--- src/design/srp_regs.vh ---
// register offsets, field layouts and fifo sizes of the serial register port
`ifndef SRP_REGS_VH
`define SRP_REGS_VH
`define SRP_CMD_DIR_BIT 7
`define SRP_CMD_ADDR_MSB 5
`define SRP_ADDR_SUM 6'h3e
`define SRP_SUM_RESET 6'h00
`define SRP_FIFO_DEPTH 16
`define SRP_FIFO_WIDTH 30
`endif

--- src/design/srp_port.v ---
// serial register port: command decode, shift engine, checksum and write queue
`timescale 1ns/1ps
`include "srp_regs.vh"
// ------------------------------------------------------------
// overview
// ------------------------------------------------------------
// the port sits between the serial pins and the register store.
// every pin is sampled by the system clock through two flip-flops,
// so the serial clock must stay slow next to i_clk: each serial
// half period has to span at least four system clocks, or an edge
// of the serial clock could be missed.
//
// a transfer always opens with a command byte. bit 7 picks the
// direction, bits 5..0 the target register. bit 6 is ignored here.
// the host must not read the command byte back; nothing returns it.
//
// command byte timing:
// - the data pin is taken at each synced falling edge of the clock
// - after the eighth fall the address is latched and the width
//   lookup address is presented on o_lookup_addr
// - the width comes back combinationally on i_width_bytes
//
// write timing:
// - the width is loaded on the first cycle in the write state
// - each completed byte is pushed into the write queue with its
//   destination address and byte lane
// - the lane counts down from the most significant lane in use
// - the queue head is handed out as a one-cycle o_wr_valid pulse
// - a byte cut short by a rising select never reaches the queue
// - when the queue is full a completed byte is dropped; the host
//   spacing between bytes keeps this from happening in normal use
//
// read timing:
// - o_rd_req pulses one cycle after the eighth command fall
// - the register value must stand on i_rd_data by the end of the o_rd_req cycle
// - the whole value is captured in one go, so a store that
//   updates its register mid-read cannot tear the transfer
// - the value is shifted up so that its top used byte leaves first
// - each synced rising edge drives the next bit on o_dout
// - o_dout_oe rises with the first data bit and falls on the
//   falling edge of the last clock pulse
//
// checksum:
// - the count restarts with the first bit of every read
// - each bit driven adds into the count
// - reading the checksum address returns the count of the
//   previous read and starts a new count over that read
// - o_sum follows the internal count one cycle later
//
// select handling:
// - a falling select restarts the port in command mode
// - a rising select abandons any transfer and frees the output
// - while select is high every serial edge is ignored
//
// leftover state:
// - the byte counter is cleared at every restart and at the end
//   of each command byte, so a transfer cut short never leaves a
//   stale count for the next write to pick up
//
// limitations:
// - a width of zero on i_width_bytes ends a write after one byte
// - write bytes are not acknowledged back to the host; a full
//   queue loses the byte silently
// - the checksum address is fixed by the header constants
//
// hazards:
// - a select edge and a clock edge seen in the same cycle favour
//   the select edge; the clock edge is then lost on purpose
// - the edge detectors reset to the idle levels of their pins so
//   that no false edge follows reset
// - only the second synchroniser stage feeds any logic
//
// output registers:
// - every output of this module comes straight from a flip-flop
// - the write outputs are refilled only after the previous
//   pulse has ended, so each byte is offered exactly once
// ------------------------------------------------------------
module srp_port #(
    parameter FIFO_DEPTH = 16,
    parameter FIFO_AW = 4
) (
    input wire i_clk,               // 40 mhz system clock
    input wire i_sys_rst,           // async reset, active high
    input wire i_sclk,              // serial clock pin
    input wire i_din,               // serial data in pin
    input wire i_cs_n,              // chip select pin, active low
    output reg o_dout,              // serial data out
    output reg o_dout_oe,           // data out enable, high while driving
    output reg [5:0] o_rd_addr,     // address of register being read
    output reg o_rd_req,            // pulse: register read capture
    input wire [23:0] i_rd_data,    // register value, valid with o_rd_req
    input wire [1:0] i_width_bytes, // byte width of register on o_lookup_addr
    output reg [5:0] o_lookup_addr, // address being looked up for width
    output reg o_wr_valid,          // write byte valid
    input wire i_wr_ready,          // register side accepts byte
    output reg [5:0] o_wr_addr,     // destination register
    output reg [1:0] o_wr_lane,     // byte lane, 2 = most significant
    output reg [7:0] o_wr_byte,     // byte to store
    output reg o_wr_full_n,         // queue has space, active low full
    output reg [5:0] o_sum          // checksum of last read
);
    localparam ST_CMD = 3'b001;
    localparam ST_WR = 3'b010;
    localparam ST_RD = 3'b100;

    reg sclk_m, sclk_s, sclk_d;
    reg din_m, din_s;
    reg cs_m, cs_s, cs_d;
    reg [2:0] state;
    reg [2:0] bit_cnt;
    reg [1:0] bytes_left;
    reg [7:0] shift_in;
    reg [23:0] shift_out;
    reg [5:0] addr;
    reg [5:0] sum;
    reg first_rise;
    reg last_fall;
    reg cap_pend;
    wire sclk_rise;
    wire sclk_fall;
    wire cs_fall;
    wire cs_rise;
    wire [7:0] byte_in;
    wire fifo_in_ready;
    wire fifo_out_valid;
    wire [29:0] fifo_out_data;
    reg fifo_push;
    reg [29:0] fifo_push_data;
    wire [23:0] rd_value;

    // ------------------------------------------------------------
    // pin synchronisers and edge detection
    // ------------------------------------------------------------
    always @(posedge i_clk or posedge i_sys_rst) begin
        if (i_sys_rst) begin
            sclk_m <= 1'b1;
            sclk_s <= 1'b1;
            sclk_d <= 1'b1;
            din_m <= 1'b0;
            din_s <= 1'b0;
            cs_m <= 1'b1;
            cs_s <= 1'b1;
            cs_d <= 1'b1;
        end else begin
            sclk_m <= i_sclk;
            sclk_s <= sclk_m;
            sclk_d <= sclk_s;
            din_m <= i_din;
            din_s <= din_m;
            cs_m <= i_cs_n;
            cs_s <= cs_m;
            cs_d <= cs_s;
        end
    end

    assign sclk_rise = sclk_s & ~sclk_d;
    assign sclk_fall = ~sclk_s & sclk_d;
    assign cs_fall = ~cs_s & cs_d;
    assign cs_rise = cs_s & ~cs_d;
    assign byte_in = {shift_in[6:0], din_s};

    // checksum register reads back its own value, else external data
    assign rd_value = (addr == `SRP_ADDR_SUM) ? {18'h00000, sum} : i_rd_data;

    // ------------------------------------------------------------
    // main serial engine
    // ------------------------------------------------------------
    always @(posedge i_clk or posedge i_sys_rst) begin
        if (i_sys_rst) begin
            state <= ST_CMD;
            bit_cnt <= 3'h0;
            bytes_left <= 2'h0;
            shift_in <= 8'h00;
            shift_out <= 24'h000000;
            addr <= 6'h00;
            sum <= `SRP_SUM_RESET;
            first_rise <= 1'b0;
            last_fall <= 1'b0;
            cap_pend <= 1'b0;
            o_dout <= 1'b0;
            o_dout_oe <= 1'b0;
            o_rd_addr <= 6'h00;
            o_rd_req <= 1'b0;
            o_lookup_addr <= 6'h00;
            fifo_push <= 1'b0;
            fifo_push_data <= 30'h00000000;
        end else begin
            o_rd_req <= 1'b0;
            fifo_push <= 1'b0;
            if (cs_fall) begin
                // restart in command mode
                state <= ST_CMD;
                bit_cnt <= 3'h0;
                bytes_left <= 2'h0;
                cap_pend <= 1'b0;
                o_dout_oe <= 1'b0;
                last_fall <= 1'b0;
            end else if (cs_rise) begin
                // abandon transfer, partial byte discarded, output released
                state <= ST_CMD;
                bit_cnt <= 3'h0;
                bytes_left <= 2'h0;
                cap_pend <= 1'b0;
                o_dout_oe <= 1'b0;
                last_fall <= 1'b0;
            end else if (!cs_s) begin
                if (cap_pend) begin
                    // whole register captured at once after command byte
                    cap_pend <= 1'b0;
                    shift_out <= rd_value << ({3'h0, 2'd3 - i_width_bytes} * 5'd8);
                    bytes_left <= i_width_bytes;
                end
                case (state)
                    ST_CMD: begin
                        if (sclk_fall) begin
                            shift_in <= byte_in;
                            bit_cnt <= bit_cnt + 3'h1;
                            if (bit_cnt == 3'h7) begin
                                addr <= byte_in[`SRP_CMD_ADDR_MSB:0];
                                bytes_left <= 2'h0; // no stale count from a cut transfer
                                o_lookup_addr <= byte_in[`SRP_CMD_ADDR_MSB:0];
                                if (byte_in[`SRP_CMD_DIR_BIT]) begin
                                    state <= ST_WR;
                                end else begin
                                    state <= ST_RD;
                                    o_rd_addr <= byte_in[`SRP_CMD_ADDR_MSB:0];
                                    o_rd_req <= 1'b1;
                                    cap_pend <= 1'b1;
                                    first_rise <= 1'b1;
                                end
                            end
                        end
                    end
                    ST_WR: begin
                        if (bytes_left == 2'h0 && bit_cnt == 3'h0) begin
                            bytes_left <= i_width_bytes;
                        end
                        if (sclk_fall) begin
                            shift_in <= byte_in;
                            bit_cnt <= bit_cnt + 3'h1;
                            if (bit_cnt == 3'h7) begin
                                // completed byte goes to queue; lane counts down msb first
                                fifo_push <= 1'b1;
                                fifo_push_data <= {addr, 6'h00, bytes_left - 2'h1, 6'h00,
                                    byte_in, 2'h0};
                                bytes_left <= bytes_left - 2'h1;
                                if (bytes_left <= 2'h1) begin
                                    state <= ST_CMD;
                                end
                            end
                        end
                    end
                    ST_RD: begin
                        if (sclk_rise) begin
                            o_dout <= shift_out[23];
                            o_dout_oe <= 1'b1;
                            shift_out <= {shift_out[22:0], 1'b0};
                            bit_cnt <= bit_cnt + 3'h1;
                            if (first_rise) begin
                                first_rise <= 1'b0;
                                sum <= {5'h00, shift_out[23]};
                            end else begin
                                sum <= sum + {5'h00, shift_out[23]};
                            end
                            if (bit_cnt == 3'h7 && bytes_left == 2'h1) begin
                                last_fall <= 1'b1;
                            end
                            if (bit_cnt == 3'h7) begin
                                bytes_left <= bytes_left - 2'h1;
                            end
                        end
                        if (sclk_fall && last_fall) begin
                            o_dout_oe <= 1'b0;
                            last_fall <= 1'b0;
                            state <= ST_CMD;
                        end
                    end
                    default: begin
                        state <= ST_CMD;
                    end
                endcase
            end
        end
    end

    // ------------------------------------------------------------
    // write byte queue toward the register store
    // ------------------------------------------------------------
    srp_fifo #(
        .WIDTH(`SRP_FIFO_WIDTH),
        .DEPTH(FIFO_DEPTH),
        .AW(FIFO_AW)
    ) u_fifo (
        .i_clk(i_clk),
        .i_sys_rst(i_sys_rst),
        .i_in_valid(fifo_push),
        .o_in_ready(fifo_in_ready),
        .i_in_data(fifo_push_data),
        .o_out_valid(fifo_out_valid),
        .i_out_ready(i_wr_ready & ~o_wr_valid),
        .o_out_data(fifo_out_data)
    );

    // register the queue head onto the write outputs
    always @(posedge i_clk or posedge i_sys_rst) begin
        if (i_sys_rst) begin
            o_wr_valid <= 1'b0;
            o_wr_addr <= 6'h00;
            o_wr_lane <= 2'h0;
            o_wr_byte <= 8'h00;
            o_wr_full_n <= 1'b1;
            o_sum <= `SRP_SUM_RESET;
        end else begin
            o_wr_full_n <= fifo_in_ready;
            o_sum <= sum;
            if (o_wr_valid) begin
                o_wr_valid <= 1'b0;
            end else if (fifo_out_valid && i_wr_ready) begin
                o_wr_valid <= 1'b1;
                o_wr_addr <= fifo_out_data[29:24];
                o_wr_lane <= fifo_out_data[17:16];
                o_wr_byte <= fifo_out_data[9:2];
            end
        end
    end
endmodule

--- src/design/srp_fifo.v ---
// parameterised flip-flop fifo with valid and ready on both sides
`timescale 1ns/1ps
module srp_fifo #(
    parameter WIDTH = 30,
    parameter DEPTH = 16,
    parameter AW = 4
) (
    input wire i_clk,              // system clock
    input wire i_sys_rst,          // async reset, active high
    input wire i_in_valid,         // write side valid
    output wire o_in_ready,        // write side ready (not full)
    input wire [WIDTH-1:0] i_in_data, // write side data
    output wire o_out_valid,       // read side valid (not empty)
    input wire i_out_ready,        // read side ready
    output wire [WIDTH-1:0] o_out_data // read side data
);
    reg [WIDTH-1:0] mem [0:DEPTH-1];
    reg [AW:0] wr_ptr;
    reg [AW:0] rd_ptr;
    wire full;
    wire empty;
    wire push;
    wire pop;

    // ------------------------------------------------------------
    // flags
    // ------------------------------------------------------------
    assign empty = (wr_ptr == rd_ptr);
    assign full = (wr_ptr[AW-1:0] == rd_ptr[AW-1:0]) && (wr_ptr[AW] != rd_ptr[AW]);
    assign o_in_ready = ~full;
    assign o_out_valid = ~empty;
    assign push = i_in_valid & ~full;
    assign pop = i_out_ready & ~empty;
    assign o_out_data = mem[rd_ptr[AW-1:0]];

    // pointers
    always @(posedge i_clk or posedge i_sys_rst) begin
        if (i_sys_rst) begin
            wr_ptr <= {(AW+1){1'b0}};
            rd_ptr <= {(AW+1){1'b0}};
        end else begin
            if (push) begin
                wr_ptr <= wr_ptr + 1'b1;
            end
            if (pop) begin
                rd_ptr <= rd_ptr + 1'b1;
            end
        end
    end

    // storage, no reset needed
    always @(posedge i_clk) begin
        if (push) begin
            mem[wr_ptr[AW-1:0]] <= i_in_data;
        end
    end
endmodule

--- config.mk ---
export PLATFORM = sky130hd
export DESIGN_NAME = srp_port
export DESIGN_NICKNAME = d
export VERILOG_FILES = /design/src/design/srp_port.v /design/src/design/srp_fifo.v
export VERILOG_INCLUDE_DIRS = /design/src /design/src/design
export SDC_FILE = /design/constraint.sdc
export NUM_CORES = 1
export LEC_CHECK = 0
export BUFFER_PORTS_ARGS = -buffer_cell sky130_fd_sc_hd__buf_2
export CAP_MARGIN = 40
export CORE_MARGIN = 8
export CORE_UTILIZATION = 60
export CTS_BUF_LIST = sky130_fd_sc_hd__clkbuf_4 sky130_fd_sc_hd__clkbuf_8 sky130_fd_sc_hd__clkbuf_16
export DETAILED_ROUTE_END_ITERATION = 6
export GPL_ROUTABILITY_DRIVEN = 1
export HOLD_SLACK_MARGIN = 0.02
export PLACE_DENSITY = 0.85
export SETUP_SLACK_MARGIN = 0.05
export SYNTH_ARGS = -nofsm -noshare
export SYNTH_HDL_FRONTEND = slang
export SYNTH_SLANG_ARGS = --single-unit
--- constraint.sdc ---
create_clock -name i_clk -period 4.1 [get_ports i_clk]
set_input_delay 0.615 -clock i_clk [delete_from_list [all_inputs] [get_ports i_clk]]
set_output_delay 0.615 -clock i_clk [all_outputs]
set_load 0.02 [all_outputs]
==> results of run 1 <==
cell usage in the layout (no fill, tap or decap), drive strengths merged, types with 11 or more instances in the layout:
master,synthesis,routed
edfxtp,256,256
dfrtp,114,114
buf,28,92
mux4,64,64
nand2,62,62
clkbuf,26,55
mux2,46,46
o22ai,41,41
o21ai,38,38
nor2,33,33
inv,29,30
nand3,27,27
o31ai,17,17
ha,17,17
mux2i,12,12
a22o,11,11
sequential cells by signal (all words and copies together), names as in the netlist, 6 cells and up:
name,cells
addr,6
u_fifo.mem,256
shift_out,24
fifo_push_data,16
o_sum,6
o_wr_addr,6
o_rd_addr,6
o_wr_byte,8
sum,6
shift_in,7
layout make-up:
class                      instances  area (um2)
sequential                       378       10800
clock inverter                    13         116
fill                            1600        8270
timing repair buffer              93         546
tap                              335         419
inverter                          30         118
clock buffer                      55        1120
multi-input combinational        476        4420
cells in the mapped netlist (all sizes together), types with 3 or more instances:
master   number
edfxtp      256
dfrtp       114
mux4         64
nand2        62
mux2         46
o22ai        41
o21ai        38
nor2         33
inv          29
buf          28
nand3        27
clkbuf       26
ha           17
o31ai        17
mux2i        12
a22o         11
a21oi         9
xor2          9
dfstp         8
nor3          8
nand2b        7
xnor2         7
nand4         6
a2bb2oi       5
o2111a        5
a311oi        4
a31oi         4
nand3b        4
and2          3
and3          3
nor3b         3
cells by family (layout without fill, tap and decap cells):
group / Yosys count / after routing
compound gates: 152 / 152
xor+xnor: 16 / 16
fa+ha+maj: 17 / 17
buf+inv: 84 / 191
flops: 378 / 378
mux: 122 / 122
simple gates: 169 / 169
worst max path at each step:
| stage | depth (start not counted) | slack [ps] | from | endpoint |
|---|---|---|---|---|
| finish | 5 | 1270 | u_fifo.rd_ptr[0]$_DFFE_PP0P_ | u_fifo.mem[15][7]$_DFFE_PP_ |
| global route | 5 | 1130 | u_fifo.rd_ptr[0]$_DFFE_PP0P_ | u_fifo.mem[15][7]$_DFFE_PP_ |
| CTS | 5 | 1260 | u_fifo.rd_ptr[0]$_DFFE_PP0P_ | u_fifo.mem[15][1]$_DFFE_PP_ |
| detailed placement | 5 | 1310 | u_fifo.rd_ptr[0]$_DFFE_PP0P_ | u_fifo.mem[15][7]$_DFFE_PP_ |
| global placement | 4 | 1440 | u_fifo.rd_ptr[0]$_DFFE_PP0P_ | o_wr_byte[5]$_DFFE_PP0P_ |
| floorplan | 1 | 260 | i_sys_rst | addr[0]$_DFFE_PP0P_ |
through the flow:
stage	hold slack (ps)	std cells
global route	172	1380
floorplan	331	938
detailed placement	346	1311
finish	186	1380
global placement	338	1310
CTS	172	1380
metal layers:
layer  global-route usage, %  share of wire [%]
met5                       0                  0
met4                    6.97                2.5
met3                    3.93                6.9
met2                    36.6                 50
met1                    29.7                 40
power by group through the flow:
| stage | clock [mW] | combinational (mW) | sequential (mW) |
|---|---|---|---|
| final | 3.40 | 1.74 | 4.61 |
| after global placement | 0 | 1.68 | 4.66 |
| after global routing | 3.60 | 1.87 | 4.64 |
| after floorplan | 0 | 1.33 | 4.58 |
| after CTS | 3.45 | 1.75 | 4.61 |
| after detailed placement | 0 | 1.73 | 4.68 |
timing repair:
item                                    4_1_cts  5_1_grt
endpoints found under the hold margin         1        0
setup buffers                                 0        0
hold buffers                                  1        0
endpoints found under the setup margin        0        0
==> results.toml, run 1 <==
[outcome]
status = "completed"

[place]
dpl_cell_area_um2 = 16200
routabilityCongestion = 0.870
pre_cts_ws_ps = 1310
dp_hpwl_mm = 20.8
port_buffers = 70

[sta]
final.min_clock_period_ps = 2830
slew_violations = 0
tightest_slew_ps = 879
fin_setup_tns_ps = 0
fin_crit_sh_pct = 69.1
rsz0062_at_grt = "no"
finalClockSkew_ps = 25.9
relSlewSlack_pct = 41.4
fmax_ghz = 0.353
finalHoldViolCount = 0
fin_ws_ps = 1270
setup_viol = 0

[floorplan]
fp-row-count = 59
dieArea_um2 = 31300
core-area_um2 = 25800
initial_utilization_pct = 60.4
io_pins = 71
dieHeight_um = 177
die_w_um = 177

[flow_run]
maxCapViolCount = 0

[grt]
grt_pass1_vias = 9157
grt_use_total_pct = 22.2
antenna_found_initial = 0
grt_max_degree = 94
grt_overflow_total = 0
grt_pass1_wl_mm = 53.2

[setup_path]
reg2reg_depth = 5
crit_type = "reg2reg"
rrSetupSlack_ps = 1270
r2r-end = "u_fifo.mem[15][7]$_DFFE_PP_"
path_cells = "xor2_1 > nor4_2 > a21boi_2 > nand4_1 > inv_1"
path_delay_family = "flip-flops"
timing.critical_path.slowest_cell_delay_ps = 790
critPathMaxFanout = 27
critical_path_required_ps = 4230
rr_startpoint = "u_fifo.rd_ptr[0]$_DFFE_PP0P_"
slowest_stage = "dfrtp_4"
cp-start-kind = "register"
cp.buffers_inverters = 1
crit_path_end_kind = "register"
arrival_ps = 2970

[detailed_routing]
drt-initial-drc-count = 887
via_count = 8847
first_pass_iters = 5
drt-wirelength-per-cell_um = 24.8
routed_wl_mm = 34.2
vias_per_cell = 6.41
route.detailed.drc = 0
postRouteAntennaNets = 0

[hold_path]
min_from = "i_sclk"
holdPathEnd = "sclk_m$_DFF_PP1_"
hold_depth = 1
min_path_type = "in2reg"

[pwr]
finalPower_mw = 9.75
p_per_area_nw_per_um2 = 557
power.internal_mw = 7.02
leakage_nw = 6.30
pwr-share-comb_pct = 17.8
vdd_drop_max_v = 0.000381
p_sw_mw = 2.73
power_frac_seq_pct = 47.3
p_clk_share_pct = 34.9
swShare_pct = 28.0

[finish]
fin_util_pct = 67.9
stdcell_area_um2 = 17500
finalNetCount = 1066
diodes = 0
syn2layout_area_growth_pct = 12.4
drive_above_1_share_pct = 28.0

[synthesis]
synth_nets = 987
synth.area.mux_share_pct = 13.7
yosys_warnings = 0
postSynthCellCount = 938
yosysUniqueCellTypes = 69
synth-simple-area-share_pct = 5.56
synth-seq-cells = 378
synth_top_family_by_area = "multiplexers"
ys.flop_type = "edfxtp_1"
avgSynthCellArea_um2 = 16.6
async_flop_share_pct = 32.3
syn_area_um2 = 15600
seq_area_frac_synth_pct = 69.1
synth_xor_area_share_pct = 0.901
synthAdderAreaFrac_pct = 1.37
netlist.area_leader.share_pct = 49.4
synth_compound_area_share_pct = 6.76
yosys.area.top_type = "edfxtp_1"
synth_edf_count = 256
yosys-top-cells-area = "edfxtp_1 49%, dfrtp_1 18%, mux4_2 9.3%"

[clocking]
htreeDepth = 2
cts_buffer_depth = 3
clock-sinks = 378
cts_tree = "built"
root_buffer = "clkbuf_16"
cts-resized-gates = 0
cts_buffers = 38
clk-insertion-delay-late_ps = 530
path_clk_slew_ps = 60
(Power assumes the default switching activity.)
==> inputs of run 2 (changes only) <==
Settings changed: ABC_AREA set to 1.
Clock period 4.1 ns to 2.86 ns, I/O delays scaled along.
==> run 2 against run 1 <==
Sequential power grew 35%; clock skew shrank 10 ps; combinational power shrank 45%; critical endpoint is now fifo_push_data[28]$_DFFE_PP0P_; largest power group unchanged; highest routed layer unchanged.
==> results.toml, run 2 <==
[sta]
setup_viol = 0
finalHoldViolCount = 0
slew_violations = 0
tightest_slew_ps = 749
rsz0062_at_grt = "no"
final.min_clock_period_ps = 2360
finalClockSkew_ps = 15.7
fin_ws_ps = 505
relSlewSlack_pct = 50.0
fin_crit_sh_pct = 82.4
fin_setup_tns_ps = 0
fmax_ghz = 0.425

[finish]
syn2layout_area_growth_pct = 12.0
largest_reg_flops = 256
diodes = 0
drive_above_1_share_pct = 12.1
mostFrequentLayoutCells = "397 x nand2_1, 269 x nor2_1, 256 x edfxtp_1"
stdcell_area_um2 = 18500
finalNetCount = 1784
fin_cells = 2105
final_common_cell = "nand2_1"

[setup_path]
critPathMaxFanout = 27
crit_type = "reg2reg"
slowest_stage = "dfstp_2"
rr_startpoint = "cs_s$_DFF_PP1_"
timing.critical_path.slowest_cell_delay_ps = 600
rrSetupSlack_ps = 500
cp.buffers_inverters = 1
critical_path_required_ps = 3260
arrival_ps = 2760
cp-start-kind = "register"
r2r-end = "fifo_push_data[28]$_DFFE_PP0P_"
crit_path_end_kind = "register"
reg2reg_depth = 5
path_cells = "inv_1 > ha_1 > nor3_2 > nand3_2 > mux2_2"
path_delay_family = "simple AND/OR/NAND/NOR gates"

[grt]
grt_pass1_wl_mm = 61.3
grtUsageMet2_pct = 39.1
grt_use_total_pct = 23.0
grt.busiest_layer = "met2"
grt.met3_usage_pct = 3.95
grt_max_degree = 84
antenna_found_initial = 0
grt_pass1_vias = 12099
grt_util_met1_pct = 28.9
grt_overflow_total = 0

[clocking]
htreeDepth = 2
clock-sinks = 378
clk-insertion-delay-late_ps = 530
path_clk_slew_ps = 60
cts_tree = "built"
cts_buffer_depth = 3
cts_buffers = 38
root_buffer = "clkbuf_16"

[floorplan]
dieArea_um2 = 33100
core-area_um2 = 27000
dieHeight_um = 182
io_pins = 71
fp-row-count = 60
die_w_um = 182
initial_utilization_pct = 61.2

[synthesis]
yosys-top-cells-area = "edfxtp_1 46%, dfrtp_1 17%, nand2_1 9.0%"
yosys.area.top_type = "edfxtp_1"
synth_edf_count = 256
yosysMostFrequentCell = "nand2_1"
seq_area_frac_synth_pct = 65.0
synth.top_cells.by_count = "397 x nand2_1, 269 x nor2_1, 256 x edfxtp_1"
synth-seq-cells = 378
syn_area_um2 = 16500
avgSynthCellArea_um2 = 9.96
yosysUniqueCellTypes = 41
postSynthCellCount = 1660
synth_nets = 1709
async_flop_share_pct = 32.3
netlist.area_leader.share_pct = 46.5
yosys_warnings = 0
ys.flop_type = "edfxtp_1"

[pwr]
leakage_nw = 7.81
p_per_area_nw_per_um2 = 646
power_frac_seq_pct = 52.0
pwr-share-comb_pct = 7.9
vdd_drop_max_v = 0.000577
p_sw_mw = 2.77
finalPower_mw = 12.0
swShare_pct = 23.1
p_clk_share_pct = 40.1
power.internal_mw = 9.20

[hold_path]
holdPathEnd = "shift_out[23]$_DFFE_PP0P_"
min_path_type = "in2reg"
min_from = "i_rd_data[23]"
hold_depth = 5

[detailed_routing]
drt-initial-drc-count = 1331
route.detailed.drc = 0
routed_wl_mm = 38.0
postRouteAntennaNets = 0
via_count = 12149
first_pass_iters = 5
drt-wirelength-per-cell_um = 18.0
vias_per_cell = 5.77

[place]
port_buffers = 70
dpl_cell_area_um2 = 17300
pre_cts_ws_ps = 528
dp_hpwl_mm = 24.3
routabilityCongestion = 0.902
dp.cells = 2032

[outcome]
status = "completed"

[flow_run]
maxCapViolCount = 0
-- run 2: changes by cell type after synthesis, moves of 28 or more --
| cell | before | now |
|---|---|---|
| mux2_2 | 33 | 5 |
| nand3_1 | 27 | 113 |
| o21ai_0 | 36 | 186 |
| nand2_1 | 62 | 397 |
| nor2_1 | 31 | 269 |
| inv_1 | 29 | 96 |
| mux4_2 | 64 | 0 |
| o22ai_1 | 41 | 1 |
-- run 2: per-layer routing --
metal	wire, um	up-vias
met3	3260	104
met2	18600	600
met4	1240	0
met5	0	-
li1	-	5685
met1	14900	5760
-- run 2: tightest hold or removal path: stages --
cell and delay (ps):
buf_2 90, o211ai_1 80, nand3_1 70, nand2_1 50
o21ai_1 70
-- run 2: layout make-up --
cell class	instances	area [um2]
flip-flops and latches	378	10800
inverters	104	397
multi-input cells	1102	5030
fillers	1923	8500
repair buffers	111	706
clock buffers	50	1060
clock inverters	19	148
well taps	341	427
-- run 2: metrics by stage --
step	hold WS, ps	util [%]
3_5_place_dp	338	63.9
2_1_floorplan	331	-
3_3_place_gp	335	63.9
6_report	313	68.5
5_1_grt	333	68.5
4_1_cts	299	68.5
-- run 2: power groups by stage --
stage / clock network [mW] / registers, mW / logic [mW]
after floorplan: 0 / 6.29 / 0.683
after global placement: 0 / 6.31 / 0.892
after detailed placement: 0 / 6.32 / 0.928
after CTS: 4.85 / 6.21 / 0.945
after global routing: 5.08 / 6.24 / 1.09
final: 4.80 / 6.22 / 0.949
-- run 2: cell families after synthesis --
kind of cell	Yosys count	synth area share, %
XOR/XNOR	15	0.840
buffers and inverters	180	4.69
adder cells (fa/ha/maj)	17	1.29
AND/OR/NAND/NOR	813	20.0
AO/OA/AOI/OAI	252	7.86
multiplexers	5	0.340
flip-flops	378	65.0
-- run 2: timing repair --
| item | CTS | global route |
|---|---|---|
| endpoints found under the hold margin | 15 | 0 |
| buffers inserted | 0 | 0 |
| resized for setup | 0 | 0 |
| hold buffers | 4 | 0 |
-- run 2: how the worst max path moves through the flow --
stage / startpoint / endpoint / slack [ps] / depth (start not counted)
2_1_floorplan: u_fifo.rd_ptr[0]$_DFFE_PP0P_ / u_fifo.mem[3][0]$_DFFE_PP_ / 330 / 6
3_3_place_gp: cs_s$_DFF_PP1_ / fifo_push_data[26]$_DFFE_PP0P_ / 630 / 5
3_5_place_dp: cs_s$_DFF_PP1_ / fifo_push_data[28]$_DFFE_PP0P_ / 530 / 5
4_1_cts: cs_s$_DFF_PP1_ / fifo_push_data[28]$_DFFE_PP0P_ / 520 / 5
5_1_grt: cs_s$_DFF_PP1_ / fifo_push_data[26]$_DFFE_PP0P_ / 310 / 5
6_report: cs_s$_DFF_PP1_ / fifo_push_data[28]$_DFFE_PP0P_ / 500 / 5
==> inputs of run 3 (changes only) <==
Clock period 2.86 ns to 2.4 ns, I/O delays scaled along.
==> run 3 against run 2 <==
Critical path depth increased by 3; combinational power rose by 18%; sequential share of layout area shrank 0.23 points; maximum frequency is 7.9% higher; clock skew up 5.9 ps; wire length increased by 3.8%; design area grew 0.40%; global-route usage rose by 0.70 points.
==> results.toml, run 3 (same netlist as run 2, synthesis figures left out) <==
[finish]
diodes = 0
mostFrequentLayoutCells = "397 x nand2_1, 269 x nor2_1, 256 x edfxtp_1"
drive_above_1_share_pct = 12.2
syn2layout_area_growth_pct = 12.5
finalNetCount = 1785
final_common_cell = "nand2_1"
largest_reg_flops = 256
fillers = 1906

[floorplan]
dieHeight_um = 182
fp-row-count = 60
initial_utilization_pct = 61.2
io_pins = 71
core-area_um2 = 27000
die_w_um = 182
dieArea_um2 = 33100

[detailed_routing]
wl_met3_mm = 3.03
route.detailed.drc = 0
wl_met2_mm = 19.0
drt-wirelength-per-cell_um = 18.7
wl_met1_mm = 16.1
vias_per_cell = 5.84
routed_wl_mm = 39.4
postRouteAntennaNets = 0
drt-initial-drc-count = 1469
routed.top_layer = "met4"
first_pass_iters = 6
via_count = 12308

[setup_path]
crit_start = "u_fifo.rd_ptr[1]$_DFFE_PP0P_"
arrival_ps = 2380
critPathMaxFanout = 18
rr_startpoint = "u_fifo.rd_ptr[1]$_DFFE_PP0P_"
cp-start-kind = "register"
crit_path_end_kind = "register"
crit_type = "reg2reg"
critical_path_required_ps = 2600

[clocking]
path_clk_slew_ps = 60
clock-sinks = 378
cts_buffer_depth = 3
root_buffer = "clkbuf_16"
clk-insertion-delay-late_ps = 520
cts_tree = "built"
cts_buffers = 39
htreeDepth = 2
postCtsSetupBuffers = 0

[sta]
setup_viol = 0
slew_violations = 0
fin_ws_ps = 218
final.min_clock_period_ps = 2180
fin_crit_sh_pct = 90.9
relSlewSlack_pct = 49.1
rsz0062_at_grt = "no"
finalHoldViolCount = 0
fmax_ghz = 0.458
tightest_slew_ps = 759
holdWs_ps = 31.5
finalClockSkew_ps = 21.6

[pwr]
swShare_pct = 23.3
power_frac_seq_pct = 51.3
vdd_drop_max_v = 0.000753
pwr-share-comb_pct = 7.8
p_clk_share_pct = 41.0
p_per_area_nw_per_um2 = 778
leakage_nw = 7.84
p_sw_mw = 3.37
power.internal_mw = 11.1

[grt]
grt_max_degree = 123
grt_pass1_vias = 12202
grt_pass1_wl_mm = 63.3
antenna_found_initial = 0
grt_overflow_total = 0
grt_use_total_pct = 23.7

[place]
routabilityCongestion = 0.906
dp_hpwl_mm = 24.3
pre_cts_ws_ps = 123
port_buffers = 70

[outcome]
status = "completed"

[flow_run]
maxCapViolCount = 0

[hold_path]
min_path_type = "in2async"
[run 3: cell types whose count changed in the layout (fill, tap and decap cells not counted), sizes merged]
cell / change
clkbuf: +4
buf: +1
bufinv: -1
clkinv: -1
clkinvlp: +1
dlygate4sd3: -1
inv: -1
[run 3: area by class of cell]
cell class | instances | area [um2] | share of cell area [%]
clock buffer | 54 | 1160 | 6.24
clock inverter | 17 | 114 | 0.612
inverter | 104 | 397 | 2.13
multi-input combinational | 1102 | 5040 | 27.1
sequential | 378 | 10800 | 57.8
tap | 341 | 427 | 2.29
timing repair buffer | 111 | 711 | 3.82
[run 3: power by group through the flow]
stage          sequential, mW  combinational, mW  clock [mW]
6_report                 7.42               1.12        5.93
5_1_grt                  7.44               1.30        6.24
4_1_cts                  7.40               1.11        6.01
3_5_place_dp             7.53               1.10           0
3_3_place_gp             7.52               1.06           0
2_1_floorplan            7.50              0.814           0
[run 3: critical path: stages, from the launching register on]
cell and delay, ps:
dfrtp_2 590, xor2_1 210, nor2_2 80, nand3b_2 160, nand2_4 140, inv_4 140, nand2_2 100, nor2_1 150
buf_4 280
[run 3: metal layers]
layer	up-vias	global-route usage (%)
met5	-	0
met4	0	8.72
met3	109	3.87
met2	594	39.8
met1	5911	30.7
li1	5694	-
[run 3: per-stage QoR]
| step | instance area [um2] | TNS (ps) | utilization [%] | power [mW] | instances |
|---|---|---|---|---|---|
| 3_3_place_gp | 17300 | 0 | 63.9 | 8.58 | 2032 |
| 3_5_place_dp | 17300 | 0 | 64.0 | 8.63 | 2033 |
| 4_1_cts | 18600 | 0 | 68.8 | 14.5 | 2107 |
| 6_report | 18600 | 0 | 68.8 | 14.5 | 2107 |
| 2_1_floorplan | 16500 | -6010 | - | 8.31 | 1660 |
| 5_1_grt | 18600 | 0 | 68.8 | 15.0 | 2107 |
[run 3: worst paths after layout]
| check | slack (ps) | cells after the start | end |
|---|---|---|---|
| setup reg to reg | 220 | 8 | u_fifo.mem[8][5]$_DFFE_PP_ |
| hold reg to reg | 350 | 0 | din_s$_DFF_PP0_ |
| min in group i_clk | 260 | 5 | shift_out[23]$_DFFE_PP0P_ |
| setup / recovery | 220 | 8 | u_fifo.mem[8][5]$_DFFE_PP_ |
| max in group asynchronous | 1820 | 3 | u_fifo.rd_ptr[0]$_DFFE_PP0P_ |
| hold / removal | 30 | 3 | o_rd_addr[3]$_DFFE_PP0P_ |
[run 3: repair_timing]
| item | in CTS | in global routing |
|---|---|---|
| gates resized for setup | 0 | 2 |
| hold buffers | 3 | 0 |
| endpoints found under the setup margin | 0 | 13 |
| hold endpoints to repair | 3 | 0 |
